## config.mk

```make
export PLATFORM = sky130hd
export DESIGN_NAME = serial_port
export DESIGN_NICKNAME = d
export VERILOG_FILES = /design/src/rtl/serial_port_pkg.sv /design/src/rtl/rate_tick.sv /design/src/rtl/serial_tx.sv /design/src/rtl/serial_port.sv
export SDC_FILE = /design/constraint.sdc
export NUM_CORES = 1
export LEC_CHECK = 0
export BUFFER_PORTS_ARGS = -buffer_cell sky130_fd_sc_hd__buf_2
export CAP_MARGIN = 20
export CELL_PAD_IN_SITES_DETAIL_PLACEMENT = 1
export CELL_PAD_IN_SITES_GLOBAL_PLACEMENT = 1
export CORE_AREA = 2 2 108 110
export CTS_BUF_LIST = sky130_fd_sc_hd__clkbuf_8
export CTS_CLUSTER_DIAMETER = 200
export CTS_CLUSTER_SIZE = 30
export DETAILED_ROUTE_END_ITERATION = 6
export DIE_AREA = 0 0 110 112
export PLACE_DENSITY_LB_ADDON = 0.1
export RECOVER_POWER = 50
export SETUP_SLACK_MARGIN = 0.5
export SLEW_MARGIN = 15
export SYNTH_ARGS = -nofsm -noshare
export SYNTH_HDL_FRONTEND = slang
export SYNTH_SLANG_ARGS = --single-unit
export TNS_END_PERCENT = 10
```

## constraint.sdc

```tcl
create_clock -name pclk -period 3.5 [get_ports pclk]
set_clock_uncertainty 0.05 [all_clocks]
set_input_delay 0.525 -clock pclk [delete_from_list [all_inputs] [get_ports pclk]]
set_output_delay 0.525 -clock pclk [all_outputs]
set_load 0.01 [all_outputs]
```

## src/rtl/serial_port_pkg.sv

```systemverilog
// constants shared by the four-mode serial port and its helpers
// assumes a single 100 MHz pclk domain and an active-low async reset
package serial_port_pkg;

  // register indices; byte address on the bus is four times the index
  localparam int ADDR_W = 12;
  localparam logic [7:0] IDX_POWER = 8'h87;
  localparam logic [7:0] IDX_SERIAL_CONTROL = 8'h98;
  localparam logic [7:0] IDX_SERIAL_BUFFER = 8'h99;
  localparam logic [7:0] IDX_IE = 8'hA8;
  localparam logic [7:0] IDX_IP = 8'hB8;
  localparam logic [7:0] REG_RESET = 8'h00;

  // serial_control bit positions
  localparam int SC_RI = 0;
  localparam int SC_TI = 1;
  localparam int SC_RB8 = 2;
  localparam int SC_TB8 = 3;
  localparam int SC_REN = 4;
  localparam int SC_SM2 = 5;

  // power_control, interrupt_enable, interrupt_priority fields
  localparam int PC_RATE2 = 7;
  localparam int IE_ES = 4;
  localparam int IE_EA = 7;
  localparam int IP_PS = 4;
  localparam logic [7:0] PC_MASK = 8'hD0;
  localparam logic [7:0] IE_MASK = 8'hBF;
  localparam logic [7:0] IP_MASK = 8'h3F;

  // dividers: mode 0 bit period, mode 2 oversample (64/16 and 32/16)
  localparam int M0_DIV = 12;
  localparam int M2_SLOW_OS_DIV = 4;
  localparam int M2_FAST_OS_DIV = 2;
  localparam logic [3:0] OS_MID = 4'h7;
  localparam logic [3:0] OS_LAST = 4'hF;
  localparam logic [3:0] LAST_M0 = 4'h7;
  localparam logic [3:0] LAST_M1 = 4'h9;
  localparam logic [3:0] LAST_M23 = 4'hA;

  // interrupt identity as seen by the interrupt controller
  localparam logic [7:0] IRQ_VECTOR = 8'h23;
  localparam int IRQ_NATURAL_PRIO = 5;

  typedef enum logic [1:0] {
    MODE_SHIFT = 2'b00,
    MODE_UART8 = 2'b01,
    MODE_UART9_FIXED = 2'b10,
    MODE_UART9_VAR = 2'b11
  } mode_type;

endpackage

```

## src/rtl/rate_tick.sv

```systemverilog
// free-running divider giving a one-cycle tick every DIV clocks
// assumes DIV is at least 2; high marks the second half of the period
`timescale 1ns/1ps
module rate_tick
  import serial_port_pkg::*;
#(
  parameter int DIV = 12
) (
  input wire logic pclk,
  input wire logic presetn,
  output logic tick,
  output logic high
);
  localparam int W = $clog2(DIV);
  localparam logic [W-1:0] LAST = W'(DIV - 1);
  localparam logic [W-1:0] HALF = W'(DIV / 2);
  logic [W-1:0] cnt_r;
  logic [W-1:0] cnt_nxt;

  // wrap at the end of each period
  always_comb begin
    tick = (cnt_r == LAST);
    high = (cnt_r >= HALF);
    cnt_nxt = tick ? '0 : cnt_r + 1'b1;
  end

  always_ff @(posedge pclk or negedge presetn) begin
    if (!presetn) begin
      cnt_r <= '0;
    end else begin
      cnt_r <= cnt_nxt;
    end
  end

  a_tick_spacing: assert property (@(posedge pclk) disable iff (!presetn)
    tick |=> !tick) else $error("divider tick repeated");
endmodule // rate_tick

```

## src/rtl/serial_tx.sv

```systemverilog
// transmit shifter for all four modes; line is unregistered
// assumes the caller registers the pins and starts only when idle
`timescale 1ns/1ps
module serial_tx
  import serial_port_pkg::*;
(
  input wire logic pclk,
  input wire logic presetn,
  input wire logic start,
  input wire logic [7:0] data,
  input wire logic ninth,
  input wire mode_type mode,
  input wire logic os_tick,
  input wire logic m0_tick,
  output logic line,
  output logic busy,
  output logic shifting,
  output logic done
);
  typedef enum logic [1:0] {
    TX_IDLE = 2'b00,
    TX_ALIGN = 2'b01,
    TX_SHIFT = 2'b10
  } tx_state_type;
  tx_state_type state_r, state_nxt;
  logic [10:0] frame_r, frame_nxt;
  logic [3:0] pos_r, pos_nxt;
  logic [3:0] sub_r, sub_nxt;
  logic tick;
  logic m0;
  logic [3:0] last_pos;

  // frame sequencing; mode 0 moves one bit per tick, others per 16
  always_comb begin
    m0 = (mode == MODE_SHIFT);
    tick = m0 ? m0_tick : os_tick;
    last_pos = m0 ? LAST_M0 : (mode == MODE_UART8) ? LAST_M1 : LAST_M23;
    state_nxt = state_r;
    frame_nxt = frame_r;
    pos_nxt = pos_r;
    sub_nxt = sub_r;
    done = 1'b0;
    case (state_r)
      TX_IDLE: begin
        if (start) begin
          // start, data lsb first, ninth or stop, stop
          frame_nxt = m0 ? {3'b111, data} :
            {1'b1, (mode == MODE_UART8) ? 1'b1 : ninth, data, 1'b0};
          state_nxt = TX_ALIGN;
        end
      end
      TX_ALIGN: begin
        // wait for a period boundary so the first bit is full length
        if (tick) begin
          state_nxt = TX_SHIFT;
          pos_nxt = 4'h0;
          sub_nxt = 4'h0;
        end
      end
      TX_SHIFT: begin
        if (tick) begin
          if (m0 || sub_r == OS_LAST) begin
            sub_nxt = 4'h0;
            frame_nxt = {1'b1, frame_r[10:1]};
            pos_nxt = pos_r + 4'h1;
            if (pos_r == last_pos) begin
              done = 1'b1;
              state_nxt = TX_IDLE;
            end
          end else begin
            sub_nxt = sub_r + 4'h1;
          end
        end
      end
      default: state_nxt = TX_IDLE;
    endcase
    line = (state_r == TX_SHIFT) ? frame_r[0] : 1'b1;
    busy = (state_r != TX_IDLE);
    shifting = (state_r == TX_SHIFT);
  end

  always_ff @(posedge pclk or negedge presetn) begin
    if (!presetn) begin
      state_r <= TX_IDLE;
      frame_r <= 11'h7FF;
      pos_r <= 4'h0;
      sub_r <= 4'h0;
    end else begin
      state_r <= state_nxt;
      frame_r <= frame_nxt;
      pos_r <= pos_nxt;
      sub_r <= sub_nxt;
    end
  end

  a_start_bit_low: assert property (@(posedge pclk) disable iff (!presetn)
    (state_r == TX_ALIGN && tick && !m0) |=> !line)
    else $error("async frame did not open with a low start bit");
endmodule // serial_tx

```

## src/rtl/serial_port.sv

```systemverilog
// four-mode serial port with its control registers on APB
// assumes timer overflow pulses are one pclk wide and act as 16x ticks
//
// What this block does
// - Transmit and receive run together in modes 1-3; mode 0 reception waits for the transmitter to be idle. Received byte held apart from shifter.
// - Buffer read returns receive holding; buffer write loads transmitter, starts.
// - Two mode bits pick shift, 8-bit async, 9-bit fixed, 9-bit variable.
// - Mode 2 rate is clock/64, or clock/32 with rate-double set.
// - Modes 1 and 3 run from the selected timer overflow pulses.
// - With filter set in modes 2,3 only ninth bit 1 raises receive flag.
// - Reception only while receive-enable is 1; clearing it stops reception.
// - Modes 2 and 3 send the tx ninth bit as ninth data bit.
// - Rx ninth bit: ninth bit in modes 2,3; stop bit in mode 1.
// - Transmit-done flag set by hardware at end of frame, cleared by software.
// - Receive-done flag set by hardware at end of frame, cleared by software.
// - Software writes to the flags act exactly like hardware updates.
// - Interrupt when either flag set, gated by serial and global enables.
// - Mode 0: transmit pin is clock/12 shift clock, data pin, LSB first.
// - Mode 0 reception starts when receive flag is 0 and enable is 1.
// - Mode 1 frame: start 0, eight data LSB first, stop 1.
// - Modes 2,3 frame: start, eight data, ninth bit, stop.
//
// Decided for this implementation: the APB interface to the registers.
`timescale 1ns/1ps
module serial_port
  import serial_port_pkg::*;
(
  input wire logic pclk,
  input wire logic presetn,
  input wire logic psel,
  input wire logic penable,
  input wire logic pwrite,
  input wire logic [ADDR_W-1:0] paddr,
  input wire logic [31:0] pwdata,
  output logic [31:0] prdata,
  output logic pready,
  output logic pslverr,
  input wire logic timer1_ovf,
  input wire logic timer2_ovf,
  input wire logic tx_timer2_sel,
  input wire logic rx_timer2_sel,
  input wire logic rxd_in,
  output logic rxd_out,
  output logic rxd_oe_n,
  output logic txd,
  output logic serial_irq,
  output logic serial_irq_high
);
  typedef enum logic [2:0] {
    RX_IDLE = 3'b000,
    RX_START = 3'b001,
    RX_DATA = 3'b010,
    RX_STOP = 3'b011,
    RX_M0_ALIGN = 3'b100,
    RX_M0_SHIFT = 3'b101
  } rx_state_type;

  logic [7:0] serial_control_r, serial_control_nxt;
  logic [7:0] power_control_r, power_control_nxt;
  logic [7:0] ie_r, ie_nxt;
  logic [7:0] ip_r, ip_nxt;
  logic [7:0] rx_hold_r, rx_hold_nxt;
  logic [31:0] prdata_r, prdata_nxt;
  logic pready_r, pready_nxt;
  logic pslverr_r, pslverr_nxt;
  logic txd_r, txd_nxt;
  logic rxd_out_r, rxd_out_nxt;
  logic rxd_oe_n_r, rxd_oe_n_nxt;
  logic irq_r, irq_nxt;
  logic irq_high_r, irq_high_nxt;
  rx_state_type rx_state_r, rx_state_nxt;
  logic [3:0] rx_sub_r, rx_sub_nxt;
  logic [3:0] rx_pos_r, rx_pos_nxt;
  logic [8:0] rx_shift_r, rx_shift_nxt;
  logic rxd_prev_r;

  mode_type mode;
  logic m0;
  logic setup, wr;
  logic sel_pc, sel_serial_control, sel_serial_buffer, sel_ie, sel_ip;
  logic [7:0] rd_byte;
  logic m0_tick, m0_high, os_slow, os_fast, m2_os;
  logic tx_os, rx_os, rx_tick;
  logic tx_start, tx_line, tx_busy, tx_shifting, tx_done;
  logic rx_done, rx_accept, rx_ninth, rx_m0_active;

  //////////////////////////////////////////////////////////////////////
  // rate sources

  rate_tick #(.DIV(M0_DIV)) u_m0_rate (
    .pclk(pclk),
    .presetn(presetn),
    .tick(m0_tick),
    .high(m0_high)
  );

  rate_tick #(.DIV(M2_SLOW_OS_DIV)) u_m2_slow (
    .pclk(pclk),
    .presetn(presetn),
    .tick(os_slow),
    .high()
  );

  rate_tick #(.DIV(M2_FAST_OS_DIV)) u_m2_fast (
    .pclk(pclk),
    .presetn(presetn),
    .tick(os_fast),
    .high()
  );

  // oversample tick per direction; rx and tx may use different timers
  always_comb begin
    mode = mode_type'(serial_control_r[7:6]);
    m0 = (mode == MODE_SHIFT);
    m2_os = power_control_r[PC_RATE2] ? os_fast : os_slow;
    tx_os = (mode == MODE_UART9_FIXED) ? m2_os :
      (tx_timer2_sel ? timer2_ovf : timer1_ovf);
    rx_os = (mode == MODE_UART9_FIXED) ? m2_os :
      (rx_timer2_sel ? timer2_ovf : timer1_ovf);
  end

  //////////////////////////////////////////////////////////////////////
  // transmitter, independent of the receive path

  serial_tx u_tx (
    .pclk(pclk),
    .presetn(presetn),
    .start(tx_start),
    .data(pwdata[7:0]),
    .ninth(serial_control_r[SC_TB8]),
    .mode(mode),
    .os_tick(tx_os),
    .m0_tick(m0_tick),
    .line(tx_line),
    .busy(tx_busy),
    .shifting(tx_shifting),
    .done(tx_done)
  );

  //////////////////////////////////////////////////////////////////////
  // APB decode; no wait states, read data comes from a flop loaded in setup

  always_comb begin
    setup = psel && !penable;
    wr = psel && penable && pready_r && pwrite;
    sel_pc = (paddr[ADDR_W-1:2] == {2'b00, IDX_POWER});
    sel_serial_control = (paddr[ADDR_W-1:2] == {2'b00, IDX_SERIAL_CONTROL});
    sel_serial_buffer = (paddr[ADDR_W-1:2] == {2'b00, IDX_SERIAL_BUFFER});
    sel_ie = (paddr[ADDR_W-1:2] == {2'b00, IDX_IE});
    sel_ip = (paddr[ADDR_W-1:2] == {2'b00, IDX_IP});
    rd_byte = 8'h00;
    if (sel_pc) rd_byte = power_control_r;
    if (sel_serial_control) rd_byte = serial_control_r;
    if (sel_serial_buffer) rd_byte = rx_hold_r;
    if (sel_ie) rd_byte = ie_r;
    if (sel_ip) rd_byte = ip_r;
    prdata_nxt = setup ? {24'h000000, rd_byte} : prdata_r;
    pready_nxt = setup;
    pslverr_nxt = setup &&
      !(sel_pc || sel_serial_control || sel_serial_buffer || sel_ie || sel_ip);
    // a write while a frame is still going is dropped, not restarted
    tx_start = wr && sel_serial_buffer && !tx_busy;
  end

  //////////////////////////////////////////////////////////////////////
  // receiver: 16x async sampler and mode 0 clocked shifter

  always_comb begin
    rx_m0_active = (rx_state_r == RX_M0_SHIFT);
    rx_tick = rx_os;
    rx_state_nxt = rx_state_r;
    rx_sub_nxt = rx_sub_r;
    rx_pos_nxt = rx_pos_r;
    rx_shift_nxt = rx_shift_r;
    rx_done = 1'b0;
    case (rx_state_r)
      RX_IDLE: begin
        if (m0) begin
          // shift-mode reception waits for an empty flag
          if (serial_control_r[SC_REN] && !serial_control_r[SC_RI] && !tx_busy)
            rx_state_nxt = RX_M0_ALIGN;
        end else if (serial_control_r[SC_REN] && rxd_prev_r && !rxd_in) begin
          rx_state_nxt = RX_START; // falling start edge
          rx_sub_nxt = 4'h0;
        end
      end
      RX_START: begin
        if (rx_tick) begin
          rx_sub_nxt = rx_sub_r + 4'h1;
          if (rx_sub_r == OS_MID) begin
            // a start that is high at its centre was a glitch
            rx_state_nxt = rxd_in ? RX_IDLE : RX_DATA;
            rx_sub_nxt = 4'h0;
            rx_pos_nxt = 4'h0;
          end
        end
      end
      RX_DATA: begin
        if (rx_tick) begin
          rx_sub_nxt = rx_sub_r + 4'h1;
          if (rx_sub_r == OS_LAST) begin
            rx_shift_nxt = {rxd_in, rx_shift_r[8:1]};
            rx_pos_nxt = rx_pos_r + 4'h1;
            if (rx_pos_r == ((mode == MODE_UART8) ? 4'h7 : 4'h8))
              rx_state_nxt = RX_STOP;
          end
        end
      end
      RX_STOP: begin
        if (rx_tick) begin
          rx_sub_nxt = rx_sub_r + 4'h1;
          if (rx_sub_r == OS_LAST) begin
            rx_done = 1'b1;
            rx_state_nxt = RX_IDLE;
          end
        end
      end
      RX_M0_ALIGN: begin
        if (m0_tick) begin
          rx_state_nxt = RX_M0_SHIFT;
          rx_pos_nxt = 4'h0;
        end
      end
      RX_M0_SHIFT: begin
        // sample at the end of the high half of the shift clock
        if (m0_tick) begin
          rx_shift_nxt = {rxd_in, rx_shift_r[8:1]};
          rx_pos_nxt = rx_pos_r + 4'h1;
          if (rx_pos_r == LAST_M0) begin
            rx_done = 1'b1;
            rx_state_nxt = RX_IDLE;
          end
        end
      end
      default: rx_state_nxt = RX_IDLE;
    endcase
    if (!serial_control_r[SC_REN] ||
        (m0 != rx_state_r[2] && rx_state_r != RX_IDLE)) begin
      rx_state_nxt = RX_IDLE;
      rx_done = 1'b0;
    end
  end

  // acceptance of a finished character and the update of the hold byte
  always_comb begin
    // 8-bit frames leave data in [8:1]; mode 1 ninth slot is the stop
    rx_ninth = (mode == MODE_UART8) ? rxd_in : rx_shift_r[8];
    rx_accept = rx_done && !serial_control_r[SC_RI] &&
      (m0 || !serial_control_r[SC_SM2] || rx_ninth);
    rx_hold_nxt = rx_hold_r;
    if (rx_accept)
      // hold byte is separate from the shifter
      rx_hold_nxt = (m0 || mode == MODE_UART8) ?
        rx_shift_nxt[8:1] : rx_shift_nxt[7:0]; // last m0 bit lands now
  end

  //////////////////////////////////////////////////////////////////////
  // software registers; a hardware set wins over a clear in one cycle

  always_comb begin
    serial_control_nxt = serial_control_r;
    power_control_nxt = power_control_r;
    ie_nxt = ie_r;
    ip_nxt = ip_r;
    if (wr && sel_serial_control) serial_control_nxt = pwdata[7:0];
    if (wr && sel_pc) power_control_nxt = pwdata[7:0] & PC_MASK;
    if (wr && sel_ie) ie_nxt = pwdata[7:0] & IE_MASK;
    if (wr && sel_ip) ip_nxt = pwdata[7:0] & IP_MASK;
    if (tx_done) serial_control_nxt[SC_TI] = 1'b1;
    if (rx_accept) begin
      serial_control_nxt[SC_RI] = 1'b1;
      if (!m0) serial_control_nxt[SC_RB8] = rx_ninth;
    end
    irq_nxt = ie_r[IE_EA] && ie_r[IE_ES] &&
      (serial_control_r[SC_TI] || serial_control_r[SC_RI]);
    irq_high_nxt = ip_r[IP_PS];
  end

  // pins are registered; mode 0 puts the shift clock on txd
  always_comb begin
    txd_nxt = m0 ? ((tx_shifting || rx_m0_active) ? m0_high : 1'b1)
      : tx_line;
    rxd_out_nxt = tx_line;
    rxd_oe_n_nxt = !(m0 && tx_shifting);
  end

  //////////////////////////////////////////////////////////////////////
  // state registers

  always_ff @(posedge pclk or negedge presetn) begin
    if (!presetn) begin
      serial_control_r <= REG_RESET;
      power_control_r <= REG_RESET;
      ie_r <= REG_RESET;
      ip_r <= REG_RESET;
      rx_hold_r <= REG_RESET;
      prdata_r <= 32'h00000000;
      pready_r <= 1'b0;
      pslverr_r <= 1'b0;
      txd_r <= 1'b1;
      rxd_out_r <= 1'b1;
      rxd_oe_n_r <= 1'b1;
      irq_r <= 1'b0;
      irq_high_r <= 1'b0;
      rx_state_r <= RX_IDLE;
      rx_sub_r <= 4'h0;
      rx_pos_r <= 4'h0;
      rx_shift_r <= 9'h000;
      rxd_prev_r <= 1'b1;
    end else begin
      serial_control_r <= serial_control_nxt;
      power_control_r <= power_control_nxt;
      ie_r <= ie_nxt;
      ip_r <= ip_nxt;
      rx_hold_r <= rx_hold_nxt;
      prdata_r <= prdata_nxt;
      pready_r <= pready_nxt;
      pslverr_r <= pslverr_nxt;
      txd_r <= txd_nxt;
      rxd_out_r <= rxd_out_nxt;
      rxd_oe_n_r <= rxd_oe_n_nxt;
      irq_r <= irq_nxt;
      irq_high_r <= irq_high_nxt;
      rx_state_r <= rx_state_nxt;
      rx_sub_r <= rx_sub_nxt;
      rx_pos_r <= rx_pos_nxt;
      rx_shift_r <= rx_shift_nxt;
      rxd_prev_r <= rxd_in;
    end
  end

  assign prdata = prdata_r;
  assign pready = pready_r;
  assign pslverr = pslverr_r;
  assign txd = txd_r;
  assign rxd_out = rxd_out_r;
  assign rxd_oe_n = rxd_oe_n_r;
  assign serial_irq = irq_r;
  assign serial_irq_high = irq_high_r;

  //////////////////////////////////////////////////////////////////////
  // checks

  a_ti_sticky: assert property (@(posedge pclk) disable iff (!presetn)
    (serial_control_r[SC_TI] && !(wr && sel_serial_control)) |=> serial_control_r[SC_TI])
    else $error("transmit flag cleared without a write");

  a_ri_sticky: assert property (@(posedge pclk) disable iff (!presetn)
    (serial_control_r[SC_RI] && !(wr && sel_serial_control)) |=> serial_control_r[SC_RI])
    else $error("receive flag cleared without a write");

  a_irq_gating: assert property (@(posedge pclk) disable iff (!presetn)
    ##1 serial_irq == $past(ie_r[IE_EA] && ie_r[IE_ES] &&
      (serial_control_r[SC_TI] || serial_control_r[SC_RI])))
    else $error("interrupt request does not follow flags");

  a_rx_disabled: assert property (@(posedge pclk) disable iff (!presetn)
    !serial_control_r[SC_REN] |=> rx_state_r == RX_IDLE)
    else $error("receiver ran with enable clear");

  a_filter_drop: assert property (@(posedge pclk) disable iff (!presetn)
    (rx_done && !m0 && mode != MODE_UART8 && serial_control_r[SC_SM2] &&
      !rx_shift_r[8] && !serial_control_r[SC_RI] && !(wr && sel_serial_control))
      |=> !serial_control_r[SC_RI])
    else $error("data character passed the filter");

  a_buffer_read: assert property (@(posedge pclk) disable iff (!presetn)
    (setup && sel_serial_buffer && !pwrite) |=> pready && prdata[7:0] ==
      $past(rx_hold_r))
    else $error("buffer read did not return hold byte");

  a_m0_clock_pin: assert property (@(posedge pclk) disable iff (!presetn)
    (m0 && tx_shifting) |=> txd == $past(m0_high))
    else $error("shift clock missing on txd");
endmodule // serial_port

```

Word-level counts from Yosys, hierarchy flattened --
Cells that the tools add are included. Widths: inputs -> output; s select.
Storage, ports and cells: output and inout port bits 39, bits in registers 96, logic and storage cells 233, bits of input ports 54
Cells by class: mux-type cells 89, $add $sub $neg 7, $lt $le $gt $ge 1, reductions and logical operators 59, equal/unequal tests 49
Operator list (number):
- $mux 4 | 19
- $eq 10x8->1 const B | 5
- $mux 8 | 6
- $mux 3 | 15
- $mux 11 | 3
- $mux 9 | 3
- $mux 1 | 25
- $pmux 11 s2 | 1
- $logic_and 1x1->1 | 21
- $ne 3x3->1 const B | 7
- $add 4x1->4 const B | 5
- $pmux 3 s6 | 1
- $pmux 9 s2 | 1
- $mux 2 | 8
- $pmux 4 s2 | 2
- $pmux 4 s4 | 1
- $ne 2x1->1 const B | 7
- $ne 2x2->1 const B | 7
- $eq 4x4->1 const B | 3
- $pmux 4 s3 | 1
- $reduce_and 12->1 | 1
- $logic_or 1x1->1 | 11
- $mux 10 | 1
- $reduce_and 5->1 | 2
- other kinds (26) | 49

Logic depth before layout (Yosys ltp) --
Gate-level depths: netlist of run 1.
depth in word-level cells 9, gate-level depth with buffers 9

Cells and area by module --
From an unflattened synthesis of run 1, not the netlist that was laid out.
Second synthesis, totals: cell total of the unflattened synthesis 523, area total of the unflattened synthesis 5377.7 um^2
By module, submodules not included:
- serial_port | cells an instance 355, times used 1, area an instance 3746.1 um^2, sequential area each 1706.6 um^2
- serial_tx | cells an instance 138, times used 1, area an instance 1295.0 um^2, sequential area each 513.0 um^2
- rate_tick at u_m0_rate | cells an instance 19, times used 1, area an instance 207.7 um^2, sequential area each 100.1 um^2
- rate_tick at u_m2_slow | cells an instance 8, times used 1, area an instance 92.6 um^2, sequential area each 50.0 um^2
- rate_tick at u_m2_fast | cells an instance 3, times used 1, area an instance 36.3 um^2, sequential area each 25.0 um^2

Worst setup path after synthesis of run 1 --
No wires, ideal clock.
path type in2reg, start point input port paddr[8], end point register ip_r[0], setup time 125 ps, arrival time 1925 ps, path buffers 0, path slack 1401 ps, stages 5, cells stage by stage nor4b_4 and3_1 nand2_1 nor2_1 mux2_2
Between the ends: cells in the longest elaborated chain, start to end 2
Ends and longest elaborated chain:
- start: declaration | line serial_port.sv:33 | input wire logic [ADDR_W-1:0] paddr,
- $eq 10x8->1 | line serial_port.sv:150 | sel_ip = (paddr[ADDR_W-1:2] == {2'b00, IDX_IP});
- $logic_and 1x1->1 | line serial_port.sv:268 | if (wr && sel_ip) ip_nxt = pwdata[7:0] & IP_MASK;
- end signal: assignment | line serial_port.sv:314 | ip_r <= ip_nxt;
- end: declaration | line serial_port.sv:61 | logic [7:0] ip_r, ip_nxt;
No other way between the ends. A chain may end at the register's enable or synchronous reset.

Worst setup path in the final report of run 1 --
start point register serial_control_r[7], end point register u_tx.pos_r[2]
Between the ends: cells in the longest elaborated chain, start to end 5
Ends and longest elaborated chain:
- start: declaration | line serial_port.sv:58 | logic [7:0] serial_control_r, serial_control_nxt;
- start signal: assignment | line serial_port.sv:311 | serial_control_r <= serial_control_nxt;
- $eq 2x2->1 | line serial_port.sv:116 | tx_os = (mode == MODE_UART9_FIXED) ? m2_os :
- $mux 1 | line serial_port.sv:116
- $mux 1 | line serial_tx.sv:36 | tick = m0 ? m0_tick : os_tick;
- $ne 2x1->1 (no line)
- $reduce_and 4->1 (no line) (*)
- end signal: assignment | line serial_tx.sv:91 | pos_r <= pos_nxt;
- end: declaration | line serial_tx.sv:27 | logic [3:0] pos_r, pos_nxt;
Mark *: on every way between the ends. The rest lies on a longest branch, timed or not.

==> results, run 1 <==
- The number of pins exceeding their max-slew limit in the final report was 0.
- The share of the core filled with cells in the final layout is approximately half.
- The area of the die is between 0.01 and 0.015 mm^2.
- The arrival time at the worst endpoint is 2920 ps.
- Total power for the finished layout comes to 2.097 mW.
- The synthesized design contains 95 register bits.
- Max-cap violations in this run came to 0.
- Buffers inserted during clock tree synthesis total 9.
- The gate count of the mapped netlist is about 550.
- Of the available clock period, the critical path in the final layout requires about 77%.
- The count of endpoints failing hold in the final timing report is 0.
- The total power per unit cell area is around 370 mW/mm^2.
- The count of flip-flops with a built-in enable after synthesis is 0.
- The wire-length estimate of the detail-placed layout is approximately 9.4 mm.
- The clock drives 95 sinks.
- Using the TritonRoute via totals, the vias-per-cell ratio works out to 5.614.
- The detail route stage leaves a number of antenna-violating nets equal to 0.
- The maximum number of pins on one net before global-route repair is 57.
- The type of element capturing the critical path is a flip-flop.
- The number of global-route vias before repair was around 4200.
- The global-route usage over all layers is approximately 23%.
- The first global-routing pass estimated between 20 and 25 mm of wire.
- In the routed design, unresolved DRC markers number 0.
- The flow ran to the end, and the final reports show no timing, DRC or antenna violations.
- The number of hold buffers added after CTS was 0.
- The most crowded layer after global routing is met2.
- The H-tree was split into 3 levels.
- The initialized floorplan defines 39 standard-cell rows.
- Counting distinct cell types in the post-synthesis netlist gives 66.
- The number of placed instances with taps included is 712.
- From synthesis to final layout, the design area changed by 8.857%.
- After clock tree synthesis, the setup repair step added 0 buffers.
- In the global route stage, met1 resource usage came out at between 20 and 30%.
- The leakage power figure is 2.635 nW.
- The number of synthesis warnings is 0.
- The post-synthesis instance area is approximately 0.0052 mm^2.
- For this run, the top clock speed supported by timing is 373.3 MHz.
- The post-synthesis async set-or-reset flop share is between 90% and 100%.
- In this run the tightest slew margin relative to its limit is between 10% and 20%.
- The first-iteration detailed-routing DRC count is around 170.
- The setup TNS after final layout is 0 ps.
- The post-detailed-route wirelength per cell is ~18 um.
- The ratio of cells with drive above 1 in the final layout is between 20% and 30%.
- Pin placement for this block handled between 90 and 100 I/O pins.
- Global routing used under 10% of the available met3 tracks.
- Setup violations remaining at the end of the flow were counted as 0.
- The cell at the root of the clock tree is clkbuf_8.
- The total number of nets in the final design is about 650.
- The routability-driven placement congestion ratio is approximately 0.92.
- The worst setup path is of the flip-flop to flip-flop kind.
- Setup repair after global routing left no endpoint under its margin.
- The floorplan step set the die width to between 100 and 150 um.
- The via total after detailed routing is about 4100.
- The final critical path time including I/O delays and setup is between 2000 and 3000 ps.
- The region available for standard cell placement spans roughly 0.011 mm^2.
- The data required time at the worst endpoint is ~3700 ps.
- For this run, the register share of the synthesized area comes to between 40 and 50%.
- The number of antenna violations at the first check in global routing was 0.
- The aggregate global routing overflow is 0.
- The maximum clock insertion buffer count is 2.
- The clock tree from TritonCTS is done.
- For this block, the routed nets add up to ~13 mm of wire.
- The clock-pin slew reported for the worst setup and hold paths after clock tree synthesis is 100 ps.
- The number of antenna repair diodes is 0.
- The transition time at the pin with the least slew margin is ~1200 ps.
- The largest fanout on the critical path is 17.
- The met2 capacity usage during global routing is 37.67%.
- The final worst setup slack is 821.3 ps.
- At the later pin of the worst-skew pair, clock insertion delay measures 390 ps.
- The total of cells resized after clock tree synthesis is 0.
- The initial core utilization is 46.52%.
- The most frequently used flop master after synthesis is dfrtp_1.
- STA classifies the critical path startpoint as a flip-flop.
- For this run, the number of standard cells in the final layout without fillers is around 730.
- The port buffer count is 42.
- Across the VDD grid, the largest voltage drop is 195.8 uV.
- Measured along the y axis, the die boundary spans about 110 um.
- The first detailed-routing pass took 4 iterations.
- Before CTS, the worst setup slack after placement is between 800 and 900 ps.
- The mean instance size in the synthesized netlist is roughly 9.5 um^2.
- The worst hold-check path type is input pin to asynchronous set/reset pin.
==> metrics by stage <==
step	cell area, um^2	hold slack, ps
finish	5659	124.8
CTS	5669	144.8
global route	5659	167.9
detailed placement	5440	360.6
global placement	5440	361.1
floorplan	5285	179.4
==> cell usage in the layout, fill, tap and decap left out, types with 4 or more instances in the layout <==
| cell | count |
|---|---|
| dfrtp_1 | 81 |
| nand2_1 | 77 |
| o21ai_0 | 45 |
| buf_2 | 39 |
| nor2_1 | 33 |
| mux2_2 | 33 |
| a21oi_1 | 33 |
| conb_1 | 24 |
| inv_1 | 23 |
| nor3_1 | 14 |
| dfstp_2 | 14 |
| mux2i_1 | 12 |
| ha_1 | 11 |
| nand2b_1 | 10 |
| nand3_1 | 10 |
| clkbuf_8 | 9 |
| a31oi_1 | 8 |
| nor2b_1 | 6 |
| o211ai_1 | 6 |
| or3_1 | 5 |
| buf_4 | 5 |
| nor3b_1 | 4 |
| o22ai_1 | 4 |
| nand4_1 | 4 |
| clkbuf_1 | 4 |
==> where the power goes <==
part           leakage [nW]  switching [mW]  internal, mW
Sequential             1.22         0.00815          1.12
Clock                 0.117           0.438         0.414
Combinational          1.30          0.0847        0.0372
==> registers in the layout, summed over array words and instances (netlist names), 2 cells and up <==
signal            flops
u_m0_rate.cnt_r       4
u_tx.sub_r            4
ip_r                  6
rx_hold_r             8
u_tx.pos_r            4
power_control_r       3
rx_pos_r              4
serial_control_r      8
u_m2_slow.cnt_r       2
rx_sub_r              4
rx_state_r            3
rx_shift_r            9
prdata                8
u_tx.frame_r         10
u_tx.state_r          2
ie_r                  7
==> worst max-delay path, stage by stage, from the launching register on <==
cell	delay (ps)
dfrtp_1	800
or2_2	420
o22ai_1	200
o31ai_2	580
nor2_1	80
mux2_2	280
a22o_1	180
==> area by class of cell <==
type / instances / area [um^2]
Tap cell: 143 / 178.9
Timing Repair Buffer: 48 / 247.7
Multi-Input combinational cell: 403 / 2522
Sequential cell: 95 / 2395
Clock buffer: 9 / 123.9
Fill cell: 1350 / 5515
Clock inverter: 7 / 105.1
Inverter: 23 / 86.33
==> final timing paths <==
check	from	end	slack, ps	depth (start not counted)
setup reg to reg	serial_control_r[7]	u_tx.pos_r[2]	820	6
max in group asynchronous	presetn	rx_state_r[0]	1720	2
hold / removal	presetn	rx_shift_r[0]	120	1
min in group pclk	rxd_in	rxd_prev_r	270	1
hold reg to reg	u_m2_fast.tick	u_m2_fast.tick	380	1
setup / recovery	serial_control_r[7]	u_tx.pos_r[2]	820	6
==> metal layers <==
metal	part of all wire, %	vias up
li1	-	1953
met2	50	63
met3	2.5	24
met5	0	-
met4	3.1	0
met1	44	2047
==> logic make-up (layout without fill, tap and decap cells) <==
kind of cell    after synthesis  in the layout  synth area share [%]
compound gates              130            130                 15.74
buf+inv                      70             87                 7.075
other cells                   1             24               0.07213
fa+ha+maj                    11             11                 2.647
simple gates                190            190                 18.32
xor+xnor                      2              2                0.3370
mux                          46             46                 9.747
flops                        95             95                 46.06
==> synthesized netlist by cell type, types with 8 or more instances <==
cell / n / area [um^2]
ha_1: 11 / 137.6
nand2b_1: 10 / 62.56
clkbuf_1: 15 / 56.30
a31oi_1: 8 / 50.05
nand3_1: 10 / 50.05
inv_1: 23 / 86.33
a21oi_1: 33 / 165.2
nand2_1: 77 / 289.0
dfstp_2: 14 / 367.9
dfrtp_1: 81 / 2027
buf_4: 24 / 180.2
mux2_2: 33 / 371.6
nor3_1: 14 / 70.07
nor2_1: 33 / 123.9
mux2i_1: 12 / 120.1
o21ai_0: 45 / 225.2
(Power assumes the default switching activity.)
==> inputs of run 2 (changes only) <==
--- a/config.mk
+++ b/config.mk
@@ -9,12 +9,12 @@
 export CAP_MARGIN = 20
 export CELL_PAD_IN_SITES_DETAIL_PLACEMENT = 1
 export CELL_PAD_IN_SITES_GLOBAL_PLACEMENT = 1
-export CORE_AREA = 2 2 108 110
+export CORE_AREA = 2 2 112 114
 export CTS_BUF_LIST = sky130_fd_sc_hd__clkbuf_8
 export CTS_CLUSTER_DIAMETER = 200
 export CTS_CLUSTER_SIZE = 30
 export DETAILED_ROUTE_END_ITERATION = 6
-export DIE_AREA = 0 0 110 112
+export DIE_AREA = 0 0 114 116
 export PLACE_DENSITY_LB_ADDON = 0.1
 export RECOVER_POWER = 50
 export SETUP_SLACK_MARGIN = 0.5
==> constraint.sdc (replaced) <==
create_clock -name pclk -period 2.6 [get_ports pclk]
set_clock_uncertainty 0.05 [all_clocks]
set_input_delay 0.39 -clock pclk [delete_from_list [all_inputs] [get_ports pclk]]
set_output_delay 0.39 -clock pclk [all_outputs]
set_load 0.01 [all_outputs]
==> run 2 against run 1 <==
  * Hold slack improved by 22 ps
  * Core utilization rose by 0.83 points
  * Non-clock buffer count rose by 35
  * Sequential cell count did not move
  * Fmax rose by 22%
  * Register-to-register slack got worse by 420 ps
  * Die area rose by 7.3%
  * Critical endpoint is now rx_pos_r[0]
  * Total power rose by 34%
  * First-iteration DRC count rose by 25%
  * Critical path type unchanged
  * Global-route usage fell by 0.64 points
  * Design area rose by 8.3%
  * Via count rose by 4.1%
==> results, run 2 (synthesis gave the netlist of run 1 again) <==
- The number of levels the H-tree was split into is 3 (unchanged).
- The final clock period utilization by the worst path is 84.41% (+7.9 points).
- By startpoint and endpoint, the worst setup path is classified as flip-flop to flip-flop.
- The remaining design rule violation count is 0 (unchanged).
- The largest fanout on the critical path came to 4 (-13).
- The die width is 114 um (+3.6%).
- The kind of cell adding the most delay to the critical path is multiplexers.
- The relative slew slack is 32.76% (+13 points).
- The first-iteration detailed-routing DRC count came to 217 (+25%).
- The delay of the slowest cell on the worst path is 430 ps (-370 ps).
- The placed wire-length estimate after detailed placement is 9.838 mm (+4.4%).
- The setup TNS after final layout is 0 ps (unchanged).
- The remaining number of nets flagged by the antenna check after routing came to 0 (unchanged).
- The total setup violations reported at the end of the flow is 0 (unchanged).
- The aggregate global routing overflow is 0 (unchanged).
- The total power per unit cell area is 459.0 mW/mm^2 (+24%).
- In the final layout, the registers with the most flip-flops are u_tx.frame_r (10), rx_shift_r (9).
- The final critical path time including I/O delays and setup is 2195 ps (-484.0 ps).
- In this run the worst hold path is classified as input pin to flip-flop.
- The total of max-cap violations is 0 (unchanged).
- The clock tree from TritonCTS is done.
- The commonest non-fill, non-tap cell in the layout is nand2_1.
- The data required time at the worst endpoint is 2820 ps (-920 ps).
- The port buffer count is 42 (unchanged).
- The flip-flop count of the largest register after layout is 10 (unchanged).
- The ratio of cells with drive above 1 in the final layout is 28.94% (+8.9 points).
- For hold timing, the worst endpoint is rxd_prev_r.
- The total wirelength of the detailed-routed design was 14.51 mm (+12%).
- The worst vdd rail ir drop is 250.0 uV (+28%).
- Counting flops per register, the top entry is u_tx.frame_r.
- The total number of clock tree sinks is 95 (unchanged).
- The number of placed instances with taps included is 728 (+2.2%).
- The number of primary I/O pins is 93 (unchanged).
- The cell count of the worst reg-to-reg path is 8 (+2).
- The worst setup path is launched from a flip-flop.
- The clock network latency to the later pin of the worst-skew pair is 390 ps (about the same).
- The initial core utilization is 43.64% (-2.9 points).
- The final non-filler cell total is 769 (+5.6%).
- The leakage power figure is 2.847 nW (+8.1%).
- The tree is rooted in a clkbuf_8.
- The number of iterations in the first detailed-routing pass is 6 (+2).
- The total number of nets in the final design is 682 (+5.7%).
- The worst setup slack for register-to-register paths is 410 ps (-420 ps).
- The highest clock rate was 455.6 MHz (+22%).
- The core area is 0.01191 mm^2 (+6.6%).
- The final worst setup slack is 405.3 ps (-416.0 ps).
- The critical-path cell with the highest stage delay is or4_4.
- The routability-driven placement congestion ratio came to 0.8792 (-4.3%).
- The arrival time at the worst endpoint is 2420 ps (-500 ps).
- The number of antenna repair diodes came to 0 (unchanged).
- The worst-case setup slack after placement is 145.4 ps (-666.0 ps).
- The via total after detailed routing is 4256 (+4.1%).
- The count of endpoints failing hold in the final timing report was 0 (unchanged).
- The worst reg2reg path startpoint is u_m2_slow.cnt_r[0].
- The transition time at the pin with the least slew margin came to 1009 ps (-195.7 ps).
- Counting instances, the worst hold path has a depth of 1.
- The clock-pin slew reported for the worst setup and hold paths after clock tree synthesis is 90 ps (about the same).
- The library cells used most frequently in the layout, excluding fill and tap cells, are 77 x nand2_1, 76 x dfrtp_1, 43 x o21ai_0.
- The wire length of the first global-routing pass came to 22.56 mm (+4.7%).
- The final total power came to 2.814 mW (+34%).
- The number of antenna violations at the first check in global routing is 0 (unchanged).
- The run finished with clean final reports.
- The post-detailed-route wirelength per cell is 18.87 um (+5.6%).
- The number of buffers created by CTS is 9 (unchanged).
- The endpoint identified for the worst register-to-register timing path is rx_pos_r[0].
- The global-route usage over all layers is 22.11% (-0.64 points).
- The number of global-route vias before repair is 4356 (+3.4%).
- The area of the die is 0.01322 mm^2 (+7.3%).
- Setup repair after global routing could not meet its margin everywhere.
- The number of pins exceeding their max-slew limit in the final report came to 0 (unchanged).
- The total number of placement rows came to 40 (+2.6%).
- The maximum number of pins on one net before global-route repair is 40 (-30%).
- The critical path goes through ha_1, mux2i_4, buf_6, mux2_4, or4_4, a21oi_2, a21oi_2, mux2_4.
- The die extent in y is 116 um (+3.6%).
- The via density per instance came to 5.534 (-1.4%).
- The layout overhead on the synthesized area is 17.93%.
- The buffering stage count on the worst path with inverters included was 1 (+1).
- STA classifies the critical path endpoint as a flip-flop.
- The maximum clock insertion buffer count was 2 (unchanged).
- The worst hold path begins at rxd_in.
[run 2: cell types whose count changed in the layout (fill, tap and decap cells not counted), moves of 4 or more]
cell     change
buf_4       +29
dfrtp_1      -5
dfrtp_2      +5
mux2i_1      -4
[run 2: worst max path at each step]
stage                        end  depth (start not counted)               start  slack (ps)
floorplan           rx_hold_r[4]                          8  u_m2_slow.cnt_r[0]         550
global placement    rx_hold_r[7]                          7       rx_timer2_sel         260
detailed placement  rx_hold_r[6]                          7  u_m2_slow.cnt_r[0]         150
CTS                  rx_pos_r[0]                          7  power_control_r[7]         450
global route        rx_hold_r[7]                          9  u_m2_slow.cnt_r[1]         340
finish               rx_pos_r[0]                          8  u_m2_slow.cnt_r[0]         410
[run 2: area by class of cell]
class	count	area, um^2
inverters	23	86.33
well taps	147	183.9
repair buffers	83	553.0
clock inverters	7	97.59
clock buffers	9	123.9
multi-input cells	405	2685
fillers	1372	5781
flip-flops and latches	95	2401
[run 2: where the power goes]
part / leakage, nW / internal [mW] / switching (mW) / total [mW]
clock network: 0.117 / 0.549 / 0.578 / 1.13
logic: 1.52 / 0.0561 / 0.118 / 0.174
registers: 1.21 / 1.50 / 0.0117 / 1.51
total: 2.85 / 2.11 / 0.708 / 2.81
[run 2: repair_timing]
item	in CTS	in global routing
setup buffers	13	9
setup endpoints to repair	44	33
gates cloned	1	1
resized for setup	34	8
endpoints found under the hold margin	33	0
hold buffers	1	0
pin swaps	7	4
[run 2: worst reg2reg max path: cells and delay by family, from the launching register on]
family                   cells  cell delay [ps]
multiplexers                 3              650
AND/OR/NAND/NOR              1              430
flip-flops                   1              370
AO/OA/AOI/OAI                2              240
adder cells (fa/ha/maj)      1              220
buffers and inverters        1              130
[run 2: layer usage]
metal / global-route usage (%) / routed length, um
met1: 27.28 / 6377
met2: 39.29 / 7442
met3: 2.824 / 381
met4: 9.106 / 310
met5: 0 / 0
[run 2: through the flow]
step	util (%)	hold WS, ps	instance area [um^2]
floorplan	-	44.41	5285
global placement	46.58	342.1	5548
detailed placement	46.58	349.3	5548
CTS	50.74	92.15	6043
global route	51.47	146.2	6131
finish	51.47	147.2	6131
